--- config.mk ---
export PLATFORM = sky130hd
export DESIGN_NAME = rpb_bank
export DESIGN_NICKNAME = d
export VERILOG_FILES = /design/src/rtl/rpb_pkg.sv /design/src/rtl/rpb_ahb_port.sv /design/src/rtl/rpb_bank.sv
export SDC_FILE = /design/constraint.sdc
export NUM_CORES = 1
export LEC_CHECK = 0
export ABC_AREA = 1
export BUFFER_PORTS_ARGS = -buffer_cell sky130_fd_sc_hd__clkbuf_2
export CAP_MARGIN = 20
export CELL_PAD_IN_SITES_DETAIL_PLACEMENT = 1
export CELL_PAD_IN_SITES_GLOBAL_PLACEMENT = 1
export CORE_MARGIN = 10
export CORE_UTILIZATION = 47
export CTS_BUF_LIST = sky130_fd_sc_hd__clkbuf_4 sky130_fd_sc_hd__clkbuf_8 sky130_fd_sc_hd__clkbuf_16
export DETAILED_ROUTE_END_ITERATION = 16
export PLACE_DENSITY_LB_ADDON = 0.1
export SYNTH_ARGS = -nofsm -noshare
export SYNTH_HDL_FRONTEND = slang
export SYNTH_SLANG_ARGS = --single-unit
--- constraint.sdc ---
create_clock -name sys_clk_i -period 7.7 [get_ports sys_clk_i]
set_input_delay 1.155 -clock sys_clk_i [delete_from_list [all_inputs] [get_ports sys_clk_i]]
set_output_delay 1.155 -clock sys_clk_i [all_outputs]
set_load 0.05 [all_outputs]
--- src/rtl/rpb_pkg.sv ---
// Constants for the reference profile register bank
package rpb_pkg;
  localparam int IDX_W = 12;
  localparam logic [IDX_W-1:0] IDX_P0_PH_LO = 12'h629;
  localparam logic [IDX_W-1:0] IDX_P0_PH_HI = 12'h62A;
  localparam logic [IDX_W-1:0] IDX_P0_PH_FILL = 12'h62B;
  localparam logic [IDX_W-1:0] IDX_P0_PH_DRAIN = 12'h62C;
  localparam logic [IDX_W-1:0] IDX_P0_FQ_B0 = 12'h62D;
  localparam logic [IDX_W-1:0] IDX_P0_FQ_B1 = 12'h62E;
  localparam logic [IDX_W-1:0] IDX_P0_FQ_B2 = 12'h62F;
  localparam logic [IDX_W-1:0] IDX_P0_FQ_FILL = 12'h630;
  localparam logic [IDX_W-1:0] IDX_P0_FQ_DRAIN = 12'h631;
  localparam logic [IDX_W-1:0] IDX_P1_PRIO = 12'h632;
  localparam logic [IDX_W-1:0] IDX_P1_PER_B0 = 12'h633;
  localparam logic [IDX_W-1:0] IDX_P1_PER_B1 = 12'h634;
  localparam logic [IDX_W-1:0] IDX_P1_PER_B2 = 12'h635;
  localparam logic [IDX_W-1:0] IDX_P1_PER_B3 = 12'h636;
  localparam logic [IDX_W-1:0] IDX_P1_PER_B4 = 12'h637;
  localparam logic [IDX_W-1:0] IDX_P1_PAD0 = 12'h638;
  localparam logic [IDX_W-1:0] IDX_P1_PAD1 = 12'h639;
  localparam logic [IDX_W-1:0] IDX_P1_INNER_B0 = 12'h63A;
  localparam logic [IDX_W-1:0] IDX_P1_INNER_B1 = 12'h63B;
  localparam logic [IDX_W-1:0] IDX_P1_INNER_B2 = 12'h63C;
  localparam logic [IDX_W-1:0] IDX_P1_OUTER_B0 = 12'h63D;
  localparam logic [IDX_W-1:0] IDX_P1_OUTER_B1 = 12'h63E;
  localparam logic [IDX_W-1:0] IDX_P1_OUTER_B2 = 12'h63F;
  localparam logic [IDX_W-1:0] IDX_P1_VAL_LO = 12'h640;
  localparam logic [IDX_W-1:0] IDX_P1_VAL_HI = 12'h641;
  localparam logic [IDX_W-1:0] IDX_P1_REDET_LO = 12'h642;
  localparam logic [IDX_W-1:0] IDX_P1_REDET_HI = 12'h643;
  localparam logic [IDX_W-1:0] IDX_P1_COEF_0 = 12'h644;
  localparam logic [IDX_W-1:0] IDX_P1_COEF_1 = 12'h645;
  localparam logic [IDX_W-1:0] IDX_P1_COEF_2 = 12'h646;
  localparam logic [IDX_W-1:0] IDX_P1_COEF_3 = 12'h647;
  localparam logic [IDX_W-1:0] IDX_P1_COEF_4 = 12'h648;
  localparam logic [IDX_W-1:0] IDX_P1_COEF_5 = 12'h649;
  localparam logic [IDX_W-1:0] IDX_P1_COEF_6 = 12'h64A;
  localparam logic [IDX_W-1:0] IDX_P1_COEF_7 = 12'h64B;
  localparam logic [IDX_W-1:0] IDX_P1_COEF_8 = 12'h64C;
  localparam logic [IDX_W-1:0] IDX_P1_COEF_9 = 12'h64D;
  localparam logic [IDX_W-1:0] IDX_P1_COEF_10 = 12'h64E;
  localparam logic [IDX_W-1:0] IDX_P1_COEF_11 = 12'h64F;
  localparam logic [IDX_W-1:0] IDX_P1_END = 12'h67F;
  localparam logic [IDX_W-1:0] IDX_STATUS = 12'h700;
  localparam int BANK_DEPTH = 39;
  localparam logic [7:0] RESET_BYTE = 8'h00;
  localparam logic [7:0] MASK_FULL = 8'hFF;
  localparam logic [7:0] MASK_NONE = 8'h00;
  localparam logic [7:0] MASK_PRIO = 8'hBF;
  localparam logic [7:0] MASK_NIBBLE = 8'h0F;
  localparam logic [7:0] MASK_COEF_5 = 8'h7F;
  localparam logic [7:0] MASK_COEF_8 = 8'h3F;
  localparam int SCALE_BIT = 7;
  localparam int STAT_PRIO_ERR = 0;
  localparam int STAT_P0_NS = 1;
  localparam int STAT_ACTIVE = 2;
  localparam logic [25:0] PS_PER_NS = 26'h00003E8;
endpackage

--- src/rtl/rpb_ahb_port.sv ---
// AHB-Lite slave front end: address capture, write strobe, registered read data
`timescale 1ns/1ps
`default_nettype none
module rpb_ahb_port (
  input wire logic sys_clk_i,
  input wire logic reset_i,
  input wire logic hsel_i,
  input wire logic [31:0] haddr_i,
  input wire logic [1:0] htrans_i,
  input wire logic hwrite_i,
  input wire logic [2:0] hsize_i,
  input wire logic hready_i,
  input wire logic [31:0] hwdata_i,
  input wire logic [7:0] rd_byte_i,
  output logic hreadyout_o,
  output logic hresp_o,
  output logic [31:0] hrdata_o,
  output logic wr_en_o,
  output logic [rpb_pkg::IDX_W-1:0] idx_o,
  output logic [7:0] wr_byte_o
);
  logic ph_valid_reg;
  logic ph_write_reg;
  logic [rpb_pkg::IDX_W-1:0] ph_idx_reg;
  logic rd_done_reg;
  logic [31:0] hrdata_reg;
  logic take;
  logic rd_stage;

  // Only whole-word transfers inside the low window are decoded
  assign take = hsel_i & htrans_i[1] & hready_i & (hsize_i == 3'h2) &
                (haddr_i[31:14] == 18'h00000) & (haddr_i[1:0] == 2'h0);
  assign rd_stage = ph_valid_reg & ~ph_write_reg;

  always_ff @(posedge sys_clk_i) begin
    if (reset_i) begin
      ph_valid_reg <= 1'b0;
      ph_write_reg <= 1'b0;
      ph_idx_reg <= '0;
    end else if (hready_i) begin
      ph_valid_reg <= take;
      ph_write_reg <= hwrite_i;
      ph_idx_reg <= haddr_i[13:2];
    end
  end

  // One wait state on reads so hrdata comes straight from a flop
  always_ff @(posedge sys_clk_i) begin
    if (reset_i) begin
      rd_done_reg <= 1'b0;
      hrdata_reg <= 32'h00000000;
    end else begin
      rd_done_reg <= rd_stage & ~rd_done_reg;
      if (rd_stage & ~rd_done_reg) begin
        hrdata_reg <= {24'h000000, rd_byte_i};
      end
    end
  end

  assign hreadyout_o = ~(rd_stage & ~rd_done_reg);
  assign hresp_o = 1'b0;
  assign hrdata_o = hrdata_reg;
  assign wr_en_o = ph_valid_reg & ph_write_reg & hready_i;
  assign idx_o = ph_idx_reg;
  assign wr_byte_o = hwdata_i[7:0];
endmodule
`default_nettype wire

--- src/rtl/rpb_bank.sv ---
// Reference profile register bank: profile 0 lock detectors and profile 1 set
//
// Local design decision: the AHB-Lite register port.
`timescale 1ns/1ps
`default_nettype none
module rpb_bank (
  input wire logic sys_clk_i,
  input wire logic reset_i,
  input wire logic hsel_i,
  input wire logic [31:0] haddr_i,
  input wire logic [1:0] htrans_i,
  input wire logic hwrite_i,
  input wire logic [2:0] hsize_i,
  input wire logic hready_i,
  input wire logic [31:0] hwdata_i,
  output logic hreadyout_o,
  output logic hresp_o,
  output logic [31:0] hrdata_o,
  input wire logic p0_phase_scale_i,
  input wire logic p1_ref_active_i,
  output logic [15:0] p0_phase_thresh_o,
  output logic [25:0] p0_phase_thresh_ps_o,
  output logic [7:0] p0_phase_fill_o,
  output logic [7:0] p0_phase_drain_o,
  output logic [23:0] p0_freq_thresh_o,
  output logic [7:0] p0_freq_fill_o,
  output logic [7:0] p0_freq_drain_o,
  output logic p1_phase_scale_o,
  output logic [2:0] p1_promoted_prio_o,
  output logic [2:0] p1_select_prio_o,
  output logic [2:0] p1_effective_prio_o,
  output logic [39:0] p1_ref_period_o,
  output logic [19:0] p1_inner_tol_o,
  output logic [19:0] p1_outer_tol_o,
  output logic [15:0] p1_valid_timer_o,
  output logic [15:0] p1_redetect_timer_o,
  output logic [15:0] p1_alpha0_lin_o,
  output logic [5:0] p1_alpha1_exp_o,
  output logic [2:0] p1_alpha2_exp_o,
  output logic [3:0] p1_alpha3_exp_o,
  output logic [16:0] p1_beta0_lin_o,
  output logic [4:0] p1_beta1_exp_o,
  output logic [16:0] p1_gamma0_lin_o,
  output logic [4:0] p1_gamma1_exp_o,
  output logic [14:0] p1_delta0_lin_o,
  output logic [4:0] p1_delta1_exp_o,
  output logic p1_prio_error_o
);
  logic [7:0] bank_reg [0:rpb_pkg::BANK_DEPTH-1];
  logic [25:0] p0_ps_reg;
  logic [2:0] eff_prio_reg;
  logic wr_en;
  logic [rpb_pkg::IDX_W-1:0] idx;
  logic [7:0] wr_byte;
  logic [7:0] rd_byte;
  logic [7:0] status;
  // Bytes holding split fields; assigns read the array itself so they track writes
  logic [7:0] prio_byte;
  logic [7:0] inner_top;
  logic [7:0] outer_top;
  logic [7:0] coef_b2;
  logic [7:0] coef_b3;
  logic [7:0] coef_b5;
  logic [7:0] coef_b8;
  logic [7:0] coef_b10;
  logic [7:0] coef_b11;

  function automatic logic in_bank(input logic [rpb_pkg::IDX_W-1:0] i);
    in_bank = (i >= rpb_pkg::IDX_P0_PH_LO) && (i <= rpb_pkg::IDX_P1_COEF_11);
  endfunction

  function automatic logic [5:0] bpos(input logic [rpb_pkg::IDX_W-1:0] i);
    logic [rpb_pkg::IDX_W-1:0] d;
    d = i - rpb_pkg::IDX_P0_PH_LO;
    bpos = d[5:0];
  endfunction

  function automatic logic [7:0] bval(input logic [rpb_pkg::IDX_W-1:0] i);
    bval = bank_reg[bpos(i)];
  endfunction

  // Writable bits per byte; everything else stays zero
  function automatic logic [7:0] wmask(input logic [rpb_pkg::IDX_W-1:0] i);
    unique case (i)
      rpb_pkg::IDX_P1_PRIO: wmask = rpb_pkg::MASK_PRIO;
      rpb_pkg::IDX_P1_PAD0,
      rpb_pkg::IDX_P1_PAD1: wmask = rpb_pkg::MASK_NONE;
      rpb_pkg::IDX_P1_INNER_B2,
      rpb_pkg::IDX_P1_OUTER_B2: wmask = rpb_pkg::MASK_NIBBLE;
      rpb_pkg::IDX_P1_COEF_5: wmask = rpb_pkg::MASK_COEF_5;
      rpb_pkg::IDX_P1_COEF_8: wmask = rpb_pkg::MASK_COEF_8;
      default: wmask = rpb_pkg::MASK_FULL;
    endcase
  endfunction

  function automatic logic [25:0] to_ps(input logic [15:0] t, input logic ns);
    to_ps = ns ? 26'(26'(t) * rpb_pkg::PS_PER_NS) : 26'(t);
  endfunction

  rpb_ahb_port u_port (
    .sys_clk_i(sys_clk_i),
    .reset_i(reset_i),
    .hsel_i(hsel_i),
    .haddr_i(haddr_i),
    .htrans_i(htrans_i),
    .hwrite_i(hwrite_i),
    .hsize_i(hsize_i),
    .hready_i(hready_i),
    .hwdata_i(hwdata_i),
    .rd_byte_i(rd_byte),
    .hreadyout_o(hreadyout_o),
    .hresp_o(hresp_o),
    .hrdata_o(hrdata_o),
    .wr_en_o(wr_en),
    .idx_o(idx),
    .wr_byte_o(wr_byte)
  );

  // Byte store; pad bytes in a pad-only block are masked off on write
  always_ff @(posedge sys_clk_i) begin
    if (reset_i) begin
      for (int k = 0; k < rpb_pkg::BANK_DEPTH; k++) begin
        bank_reg[k] <= rpb_pkg::RESET_BYTE;
      end
    end else if (wr_en && in_bank(idx)) begin
      bank_reg[bpos(idx)] <= wr_byte & wmask(idx);
    end
  end

  // Profile 1 space past the coefficients reads zero, status sits beyond
  always_comb begin
    if (in_bank(idx)) begin
      rd_byte = bval(idx);
    end else if (idx == rpb_pkg::IDX_STATUS) begin
      rd_byte = status;
    end else begin
      rd_byte = 8'h00;
    end
  end

  assign status = {5'h00, p1_ref_active_i, p0_phase_scale_i, p1_prio_error_o};

  assign prio_byte = bank_reg[bpos(rpb_pkg::IDX_P1_PRIO)];
  assign inner_top = bank_reg[bpos(rpb_pkg::IDX_P1_INNER_B2)];
  assign outer_top = bank_reg[bpos(rpb_pkg::IDX_P1_OUTER_B2)];
  assign coef_b2 = bank_reg[bpos(rpb_pkg::IDX_P1_COEF_2)];
  assign coef_b3 = bank_reg[bpos(rpb_pkg::IDX_P1_COEF_3)];
  assign coef_b5 = bank_reg[bpos(rpb_pkg::IDX_P1_COEF_5)];
  assign coef_b8 = bank_reg[bpos(rpb_pkg::IDX_P1_COEF_8)];
  assign coef_b10 = bank_reg[bpos(rpb_pkg::IDX_P1_COEF_10)];
  assign coef_b11 = bank_reg[bpos(rpb_pkg::IDX_P1_COEF_11)];

  // Profile 0 lock detector tail
  assign p0_phase_thresh_o = {bank_reg[bpos(rpb_pkg::IDX_P0_PH_HI)],
                              bank_reg[bpos(rpb_pkg::IDX_P0_PH_LO)]};
  assign p0_phase_fill_o = bank_reg[bpos(rpb_pkg::IDX_P0_PH_FILL)];
  assign p0_phase_drain_o = bank_reg[bpos(rpb_pkg::IDX_P0_PH_DRAIN)];
  assign p0_freq_thresh_o = {bank_reg[bpos(rpb_pkg::IDX_P0_FQ_B2)],
                             bank_reg[bpos(rpb_pkg::IDX_P0_FQ_B1)],
                             bank_reg[bpos(rpb_pkg::IDX_P0_FQ_B0)]};
  assign p0_freq_fill_o = bank_reg[bpos(rpb_pkg::IDX_P0_FQ_FILL)];
  assign p0_freq_drain_o = bank_reg[bpos(rpb_pkg::IDX_P0_FQ_DRAIN)];

  // Scale lives in the profile 0 priority byte, outside this bank
  always_ff @(posedge sys_clk_i) begin
    if (reset_i) begin
      p0_ps_reg <= 26'h0000000;
    end else begin
      p0_ps_reg <= to_ps(p0_phase_thresh_o, p0_phase_scale_i);
    end
  end
  assign p0_phase_thresh_ps_o = p0_ps_reg;

  // Profile 1 priorities
  assign p1_phase_scale_o = prio_byte[rpb_pkg::SCALE_BIT];
  assign p1_promoted_prio_o = prio_byte[5:3];
  assign p1_select_prio_o = prio_byte[2:0];

  // Flags a promoted level that software set above the selection level
  assign p1_prio_error_o = p1_promoted_prio_o > p1_select_prio_o;

  always_ff @(posedge sys_clk_i) begin
    if (reset_i) begin
      eff_prio_reg <= 3'h0;
    end else begin
      eff_prio_reg <= p1_ref_active_i ? p1_promoted_prio_o : p1_select_prio_o;
    end
  end
  assign p1_effective_prio_o = eff_prio_reg;

  assign p1_ref_period_o = {bank_reg[bpos(rpb_pkg::IDX_P1_PER_B4)],
                            bank_reg[bpos(rpb_pkg::IDX_P1_PER_B3)],
                            bank_reg[bpos(rpb_pkg::IDX_P1_PER_B2)],
                            bank_reg[bpos(rpb_pkg::IDX_P1_PER_B1)],
                            bank_reg[bpos(rpb_pkg::IDX_P1_PER_B0)]};
  assign p1_inner_tol_o = {inner_top[3:0],
                           bank_reg[bpos(rpb_pkg::IDX_P1_INNER_B1)],
                           bank_reg[bpos(rpb_pkg::IDX_P1_INNER_B0)]};
  assign p1_outer_tol_o = {outer_top[3:0],
                           bank_reg[bpos(rpb_pkg::IDX_P1_OUTER_B1)],
                           bank_reg[bpos(rpb_pkg::IDX_P1_OUTER_B0)]};
  assign p1_valid_timer_o = {bank_reg[bpos(rpb_pkg::IDX_P1_VAL_HI)],
                             bank_reg[bpos(rpb_pkg::IDX_P1_VAL_LO)]};
  assign p1_redetect_timer_o = {bank_reg[bpos(rpb_pkg::IDX_P1_REDET_HI)],
                                bank_reg[bpos(rpb_pkg::IDX_P1_REDET_LO)]};

  // Linear parts are unsigned fractions, exponents passed raw to the filter
  assign p1_alpha0_lin_o = {bank_reg[bpos(rpb_pkg::IDX_P1_COEF_1)],
                            bank_reg[bpos(rpb_pkg::IDX_P1_COEF_0)]};
  assign p1_alpha1_exp_o = coef_b2[5:0];
  assign p1_alpha2_exp_o = {coef_b3[0], coef_b2[7:6]};
  assign p1_alpha3_exp_o = coef_b11[7:4];
  assign p1_beta0_lin_o = {coef_b5[1:0],
                           bank_reg[bpos(rpb_pkg::IDX_P1_COEF_4)],
                           coef_b3[7:1]};
  assign p1_beta1_exp_o = coef_b5[6:2];
  assign p1_gamma0_lin_o = {coef_b8[0],
                            bank_reg[bpos(rpb_pkg::IDX_P1_COEF_7)],
                            bank_reg[bpos(rpb_pkg::IDX_P1_COEF_6)]};
  assign p1_gamma1_exp_o = coef_b8[5:1];
  assign p1_delta0_lin_o = {coef_b10[6:0],
                            bank_reg[bpos(rpb_pkg::IDX_P1_COEF_9)]};
  assign p1_delta1_exp_o = {coef_b11[3:0], coef_b10[7]};
endmodule
`default_nettype wire

==> run metrics, run 1 <==
hold_sp u_port.hrdata_o[0]; Die X 265.2 um; CTS tree yes; global route overflow 0; Final GP Congestion 0.8847; Pins Over Slew Limit 0; core area roughly 59000 um2; most frequent cells in the layout nand2_1, nor2_1, edfxtp_1, clkbuf_2, o21ai_0; Hold Crit Endpoint u_port.hrdata_o[0]; DR WL/cell 25.13 um; RSZ-0062 raised after global routing false; R2R depth 13; layout cell share with drive strength beyond 1 16.35%; number of max-cap violations 0; status finished clean; I/O Pins around 420; Die Ht 265.2 um; CTS clk-pin slew, worst paths 60 ps; Most Frequent Cell on Critical Path fa_1; share of Yosys cell area claimed by the top area cell type between 50% and 60%; Total Wirelength 107.4 mm; antenna viol nets, final 0; Yosys cell types 42; via total after detailed routing roughly 23000; Total GRT Usage between 20 and 30%; Yosys reg bits between 500 and 600; Area growth, synth to finish 16.60%; H-tree levels 2; Final min period 4951 ps; Post-Synth Adder-Cell Area about 6.5%; worst setup path class flip-flop to flip-flop; Worst Tran Pin Value roughly 1100 ps; final setup violation count 0; crit path DAT ~5500 ps; CTS buffer count 61; Skew-Pair Late Insertion Delay 660 ps; Max Root-Sink Buffers 3; total clock sinks ~560; vias in the first global route 25121; Static Leakage around 15 nW; worst min-delay path class flip-flop to flip-flop; drt first pass iters 5; Peak VDD IR 0.1796 mV; post-synthesis compound-gate area fraction 5.882%; fraction of synthesized area in multiplexers 0%; setup TNS 0 ps; initial antenna violation count 0; Top Metal Used met4; hpwl dp between 70 and 80 mm; first-pass GRT wire length between 150 and 200 mm; Fmax just over 0.2 GHz; WHS 472.4 ps; vias per cell roughly 5.4; final worst slack around 2700 ps; Root Buffer clkbuf_16; Cell Area, Placed 30810 um2; Final Hold Viols 0; Remaining DRCs 0; Crit. End Element flip-flop; CP Launch Type flip-flop; CP max stage delay 630 ps; Crit Path Max Fanout 6; delay-heaviest family, CP adder cells; crit share post-route 64.29%; antenna diode instance count 0; # rows 89; RR Endpoint p0_phase_thresh_ps_o[20]; FF-to-FF Start bank_reg[0][6]; register area share after synthesis 58.11%; routed length on met3 7.940 mm; Finished Core Util 55.60%; Mapped Cells 3042; die area 70310 um2; DR iter-0 viols 1816; Synth Cell Area 28250 um2; Simple-Gate Fraction of Synth Area 23.65%; CP Cell Sequence inv_1 -> fa_1 -> fa_1 -> fa_1 -> fa_1 -> inv_1 -> ha_1 -> nand2_1 -> nor3_1 -> a21oi_1 -> o21bai_1 -> a21oi_1 -> o21a_1; Layout Cells excl Fill between 4000 and 5000; Cell Pwr Density 255.3 nW/um2; Final Skew 23.73 ps; CP Buf/Inv Count 2; Syn Area/Cell 9.287 um2; Levels on crit path 13; worst hold stages 2; port buffer count ~370; max_slew headroom 23.53%; Req. time, crit path 8240 ps; Design Area, Final 32940 um2; Synth area leaders edfxtp_1, nand2_1, nor2_1; post-synthesis xor/xnor area fraction 0.06201%; nets 3638; area leader, netlist edfxtp_1; largest net degree at the start of global routing 129; # fillers a little under 7000; Initial Util 47.69%; Tot Pwr 8.409 mW; setup slack at placement 2721 ps; # Post-CTS Setup Buffers 0; R2R Setup Slk roughly 2700 ps; placed cell count just over 4000; max reg flops 512; most common cell after layout, fill and taps aside nand2_1; met1 wire length ~40 mm; largest family of logic cells by synthesized area simple AND/OR/NAND/NOR gates; Ys Warns 0; Hold Buf Count CTS 0; CTS resizes 0; WL met2 54.61 mm; Slowest-stage cell, CP fa_1
==> cells in the mapped netlist (all sizes together) <==
cell type / instances
a211oi: 4
a21boi: 3
a21o: 2
a21oi: 102
a31oi: 2
and2: 2
buf: 131
clkbuf: 75
clkinv: 1
conb: 1
dfxtp: 52
edfxtp: 512
fa: 54
ha: 61
inv: 145
nand2: 951
nand3: 54
nand4: 8
nor2: 651
nor3: 14
nor4: 5
o211ai: 3
o21a: 3
o21ai: 190
o21bai: 3
o22ai: 7
o41ai: 1
or2: 2
or4: 1
xnor2: 2
==> worst max path at each step <==
| stage | slack, ps | endpoint | start |
|---|---|---|---|
| global route | 2480 | p0_phase_thresh_ps_o[20] | bank_reg[0][4] |
| floorplan | 3330 | p0_phase_thresh_ps_o[23] | bank_reg[1][1] |
| detailed placement | 2720 | p0_phase_thresh_ps_o[20] | bank_reg[0][6] |
| global placement | 2750 | p0_phase_thresh_ps_o[20] | bank_reg[0][6] |
| CTS | 2700 | p0_phase_thresh_ps_o[20] | bank_reg[0][6] |
| finish | 2750 | p0_phase_thresh_ps_o[20] | bank_reg[0][6] |
==> logic make-up after synthesis <==
group / Yosys count
adders and majority gates: 115
DFF: 564
other: 1
buffers and inverters: 352
and+or+nand+nor: 1688
AOI/OAI and AO/OA: 320
xor gates and xnor gates: 2
==> tightest hold or removal path: stages, from the launching register on <==
cell and delay (ps):
dfxtp_1 310, nand2_1 60, a21oi_1 50
==> area by class of cell <==
type	instances	area, um2	share of cell area, %
clock buffer	76	1639	4.976
sequential	564	16420	49.85
tap	773	967.2	2.936
multi-input combinational	2278	10830	32.87
clock inverter	39	484.2	1.470
inverter	146	558.0	1.694
timing repair buffer	396	2043	6.203
==> per-layer routing <==
layer	global-route usage, %	vias up
met5	0	-
met4	13.19	0
met3	6.579	205
met2	53.73	861
met1	33.91	11672
li1	-	10525
==> power breakdown <==
group / internal, mW / leakage (nW) / total (mW) / switching (mW)
logic: 0.406 / 8.42 / 1.74 / 1.33
registers: 3.47 / 5.53 / 3.55 / 0.0859
clock network: 1.82 / 1.04 / 3.12 / 1.30
No activity file was read; power rests on OpenSTA's default activity.
==> run 2, diff against run 1 <==
--- a/config.mk
+++ b/config.mk
@@ -11,7 +11,7 @@
 export CELL_PAD_IN_SITES_DETAIL_PLACEMENT = 1
 export CELL_PAD_IN_SITES_GLOBAL_PLACEMENT = 1
 export CORE_MARGIN = 10
-export CORE_UTILIZATION = 47
+export CORE_UTILIZATION = 40
 export CTS_BUF_LIST = sky130_fd_sc_hd__clkbuf_4 sky130_fd_sc_hd__clkbuf_8 sky130_fd_sc_hd__clkbuf_16
 export DETAILED_ROUTE_END_ITERATION = 16
 export PLACE_DENSITY_LB_ADDON = 0.1
==> constraint.sdc (replaced) <==
create_clock -name sys_clk_i -period 4.3 [get_ports sys_clk_i]
set_input_delay 0.645 -clock sys_clk_i [delete_from_list [all_inputs] [get_ports sys_clk_i]]
set_output_delay 0.645 -clock sys_clk_i [all_outputs]
set_load 0.05 [all_outputs]
==> run 2 against run 1 <==
Cell count is 5.4% higher. Clock skew increased by 2.3 ps. Routed wire length rose by 3.7%. Non-clock buffer count up 64. Critical path type unchanged.
==> run metrics, run 2 (synthesis results as in run 1) <==
status finished clean; crit share post-route between 90 and 100%; CTS tree yes; number of max-cap violations 0; die area 81650 um2; Sw Pwr 4.926 mW; I/O Pins 424; Peak VDD IR 0.2790 mV; Crit. End Element flip-flop; Max Root-Sink Buffers 3; Remaining DRCs 0; Initial Util 40.34%; total clock sinks about 560; Total GRT Usage a little over a quarter; Reg power frac 41.1%; Area growth, synth to finish 19.98%; Final Skew 26.04 ps; nets 3708; max reg flops 512; Layout Cells excl Fill 4504; # rows 97; Tot Pwr about 15 mW; setup slack at placement -23.73 ps; Final GP Congestion 0.8845; Design Area, Final 33890 um2; Finished Core Util 48.40%; Req. time, crit path around 4800 ps; first-pass GRT wire length 163.8 mm; worst setup path class flip-flop to flip-flop; Cell Pwr Density between 400 and 500 nW/um2; hpwl dp approximately 82 mm; final setup violation count 0; DR iter-0 viols 1670; largest net degree at the start of global routing approximately 140; CP Launch Type flip-flop; most common cell after layout, fill and taps aside nand2_1; Fmax 0.2436 GHz; Root Buffer clkbuf_16; Int Power 10.52 mW; WHS 271.9 ps; Cell Area, Placed 31500 um2; Worst Tran Pin Value between 900 and 1000 ps; Skew-Pair Late Insertion Delay 620 ps; Hold Buf Count CTS 0; initial antenna violation count 1; Pins Over Slew Limit 0; layout cell share with drive strength beyond 1 18.63%; Comb pwr share a little over a fifth; DR WL/cell roughly 25 um; drt first pass iters 6; placed cell count 4383; Static Leakage between 15 and 20 nW; Die Ht 285.8 um; via total after detailed routing 23524; Total Wirelength roughly 110 mm; port buffer count approximately 370; setup TNS 0 ps; antenna diode instance count 0; most frequent cells in the layout nand2_1, nor2_1, edfxtp_1, clkbuf_2, o21ai_0; worst min-delay path class primary input to flip-flop; final worst slack between 150 and 200 ps; clock network power share a little under two fifths; CTS clk-pin slew, worst paths ~50 ps; Crit Path Max Fanout 5; max_slew headroom 37.95%; RSZ-0062 raised after global routing false; crit path DAT ~4600 ps; vias in the first global route 24895; antenna viol nets, final 0; Net Sw Frac 31.89%; CTS buffer count 67; Final min period 4105 ps; vias per cell 5.223; core area 70030 um2; global route overflow 0; H-tree levels 3; Die X 285.8 um; Final Hold Viols 0
-- run 2: changes by cell type in the layout (fill, tap and decap cells not counted), moves of 5 or more --
cell | previous run | this run
buf_4 | 22 | 83
clkbuf_16 | 61 | 71
inv_1 | 136 | 126
a21oi_1 | 102 | 94
a21oi_2 | 0 | 8
inv_2 | 7 | 13
clkinv_2 | 10 | 5
o21ai_0 | 190 | 185
-- run 2: worst paths after layout --
| kind | from | cells after the start | endpoint | slack, ps |
|---|---|---|---|---|
| setup reg to reg | bank_reg[0][0] | 17 | p0_phase_thresh_ps_o[20] | 190 |
| hold reg to reg | u_port.hrdata_o[2] | 2 | u_port.hrdata_o[2] | 470 |
| setup / recovery | bank_reg[0][0] | 17 | p0_phase_thresh_ps_o[20] | 190 |
| hold / removal | haddr_i[12] | 3 | u_port.idx_o[10] | 270 |
-- run 2: repair_timing --
action | in CTS | in global routing
setup endpoints to repair | 2 | 13
resized for setup | 1 | 39
buffers inserted | 0 | 5
pin swaps | 0 | 1
-- run 2: power by group through the flow --
stage	registers, mW	logic, mW	clock network, mW
2_1_floorplan	6.88	1.67	0
5_1_grt	6.37	3.59	6.14
4_1_cts	6.35	3.18	5.92
3_5_place_dp	6.46	3.16	0
6_report	6.35	3.27	5.83
3_3_place_gp	6.45	3.12	0
-- run 2: routing by layer --
layer	wire length (um)	up-vias	GRT usage, %	part of all wire (%)
li1	-	10678	-	-
met1	44480	11905	32.25	40
met2	55980	767	47.36	50
met3	7025	172	5.098	6.3
met4	3883	2	9.014	3.5
met5	7	-	0	0.0063
-- run 2: layout make-up --
cell class | count | area [um2]
clock inverter | 30 | 337.8
timing repair buffer | 460 | 2570
inverter | 146 | 571.8
sequential | 564 | 16420
multi-input combinational | 2278 | 10920
clock buffer | 86 | 1896
fill | 8165 | 36130
tap | 940 | 1176
-- run 2: worst max-delay path: stages (launching register included) --
cell and delay (ps):
edfxtp_1 420, fa_1 600, inv_1 70, fa_1 560, fa_1 440, fa_1 490
inv_1 40, ha_1 340, inv_1 70, o21ai_0 160, nand2_1 70, nand2_1 110
nand2_1 70, nand2_1 120, a21oi_2 60, o21bai_1 180, a21oi_1 90, o21a_1 110
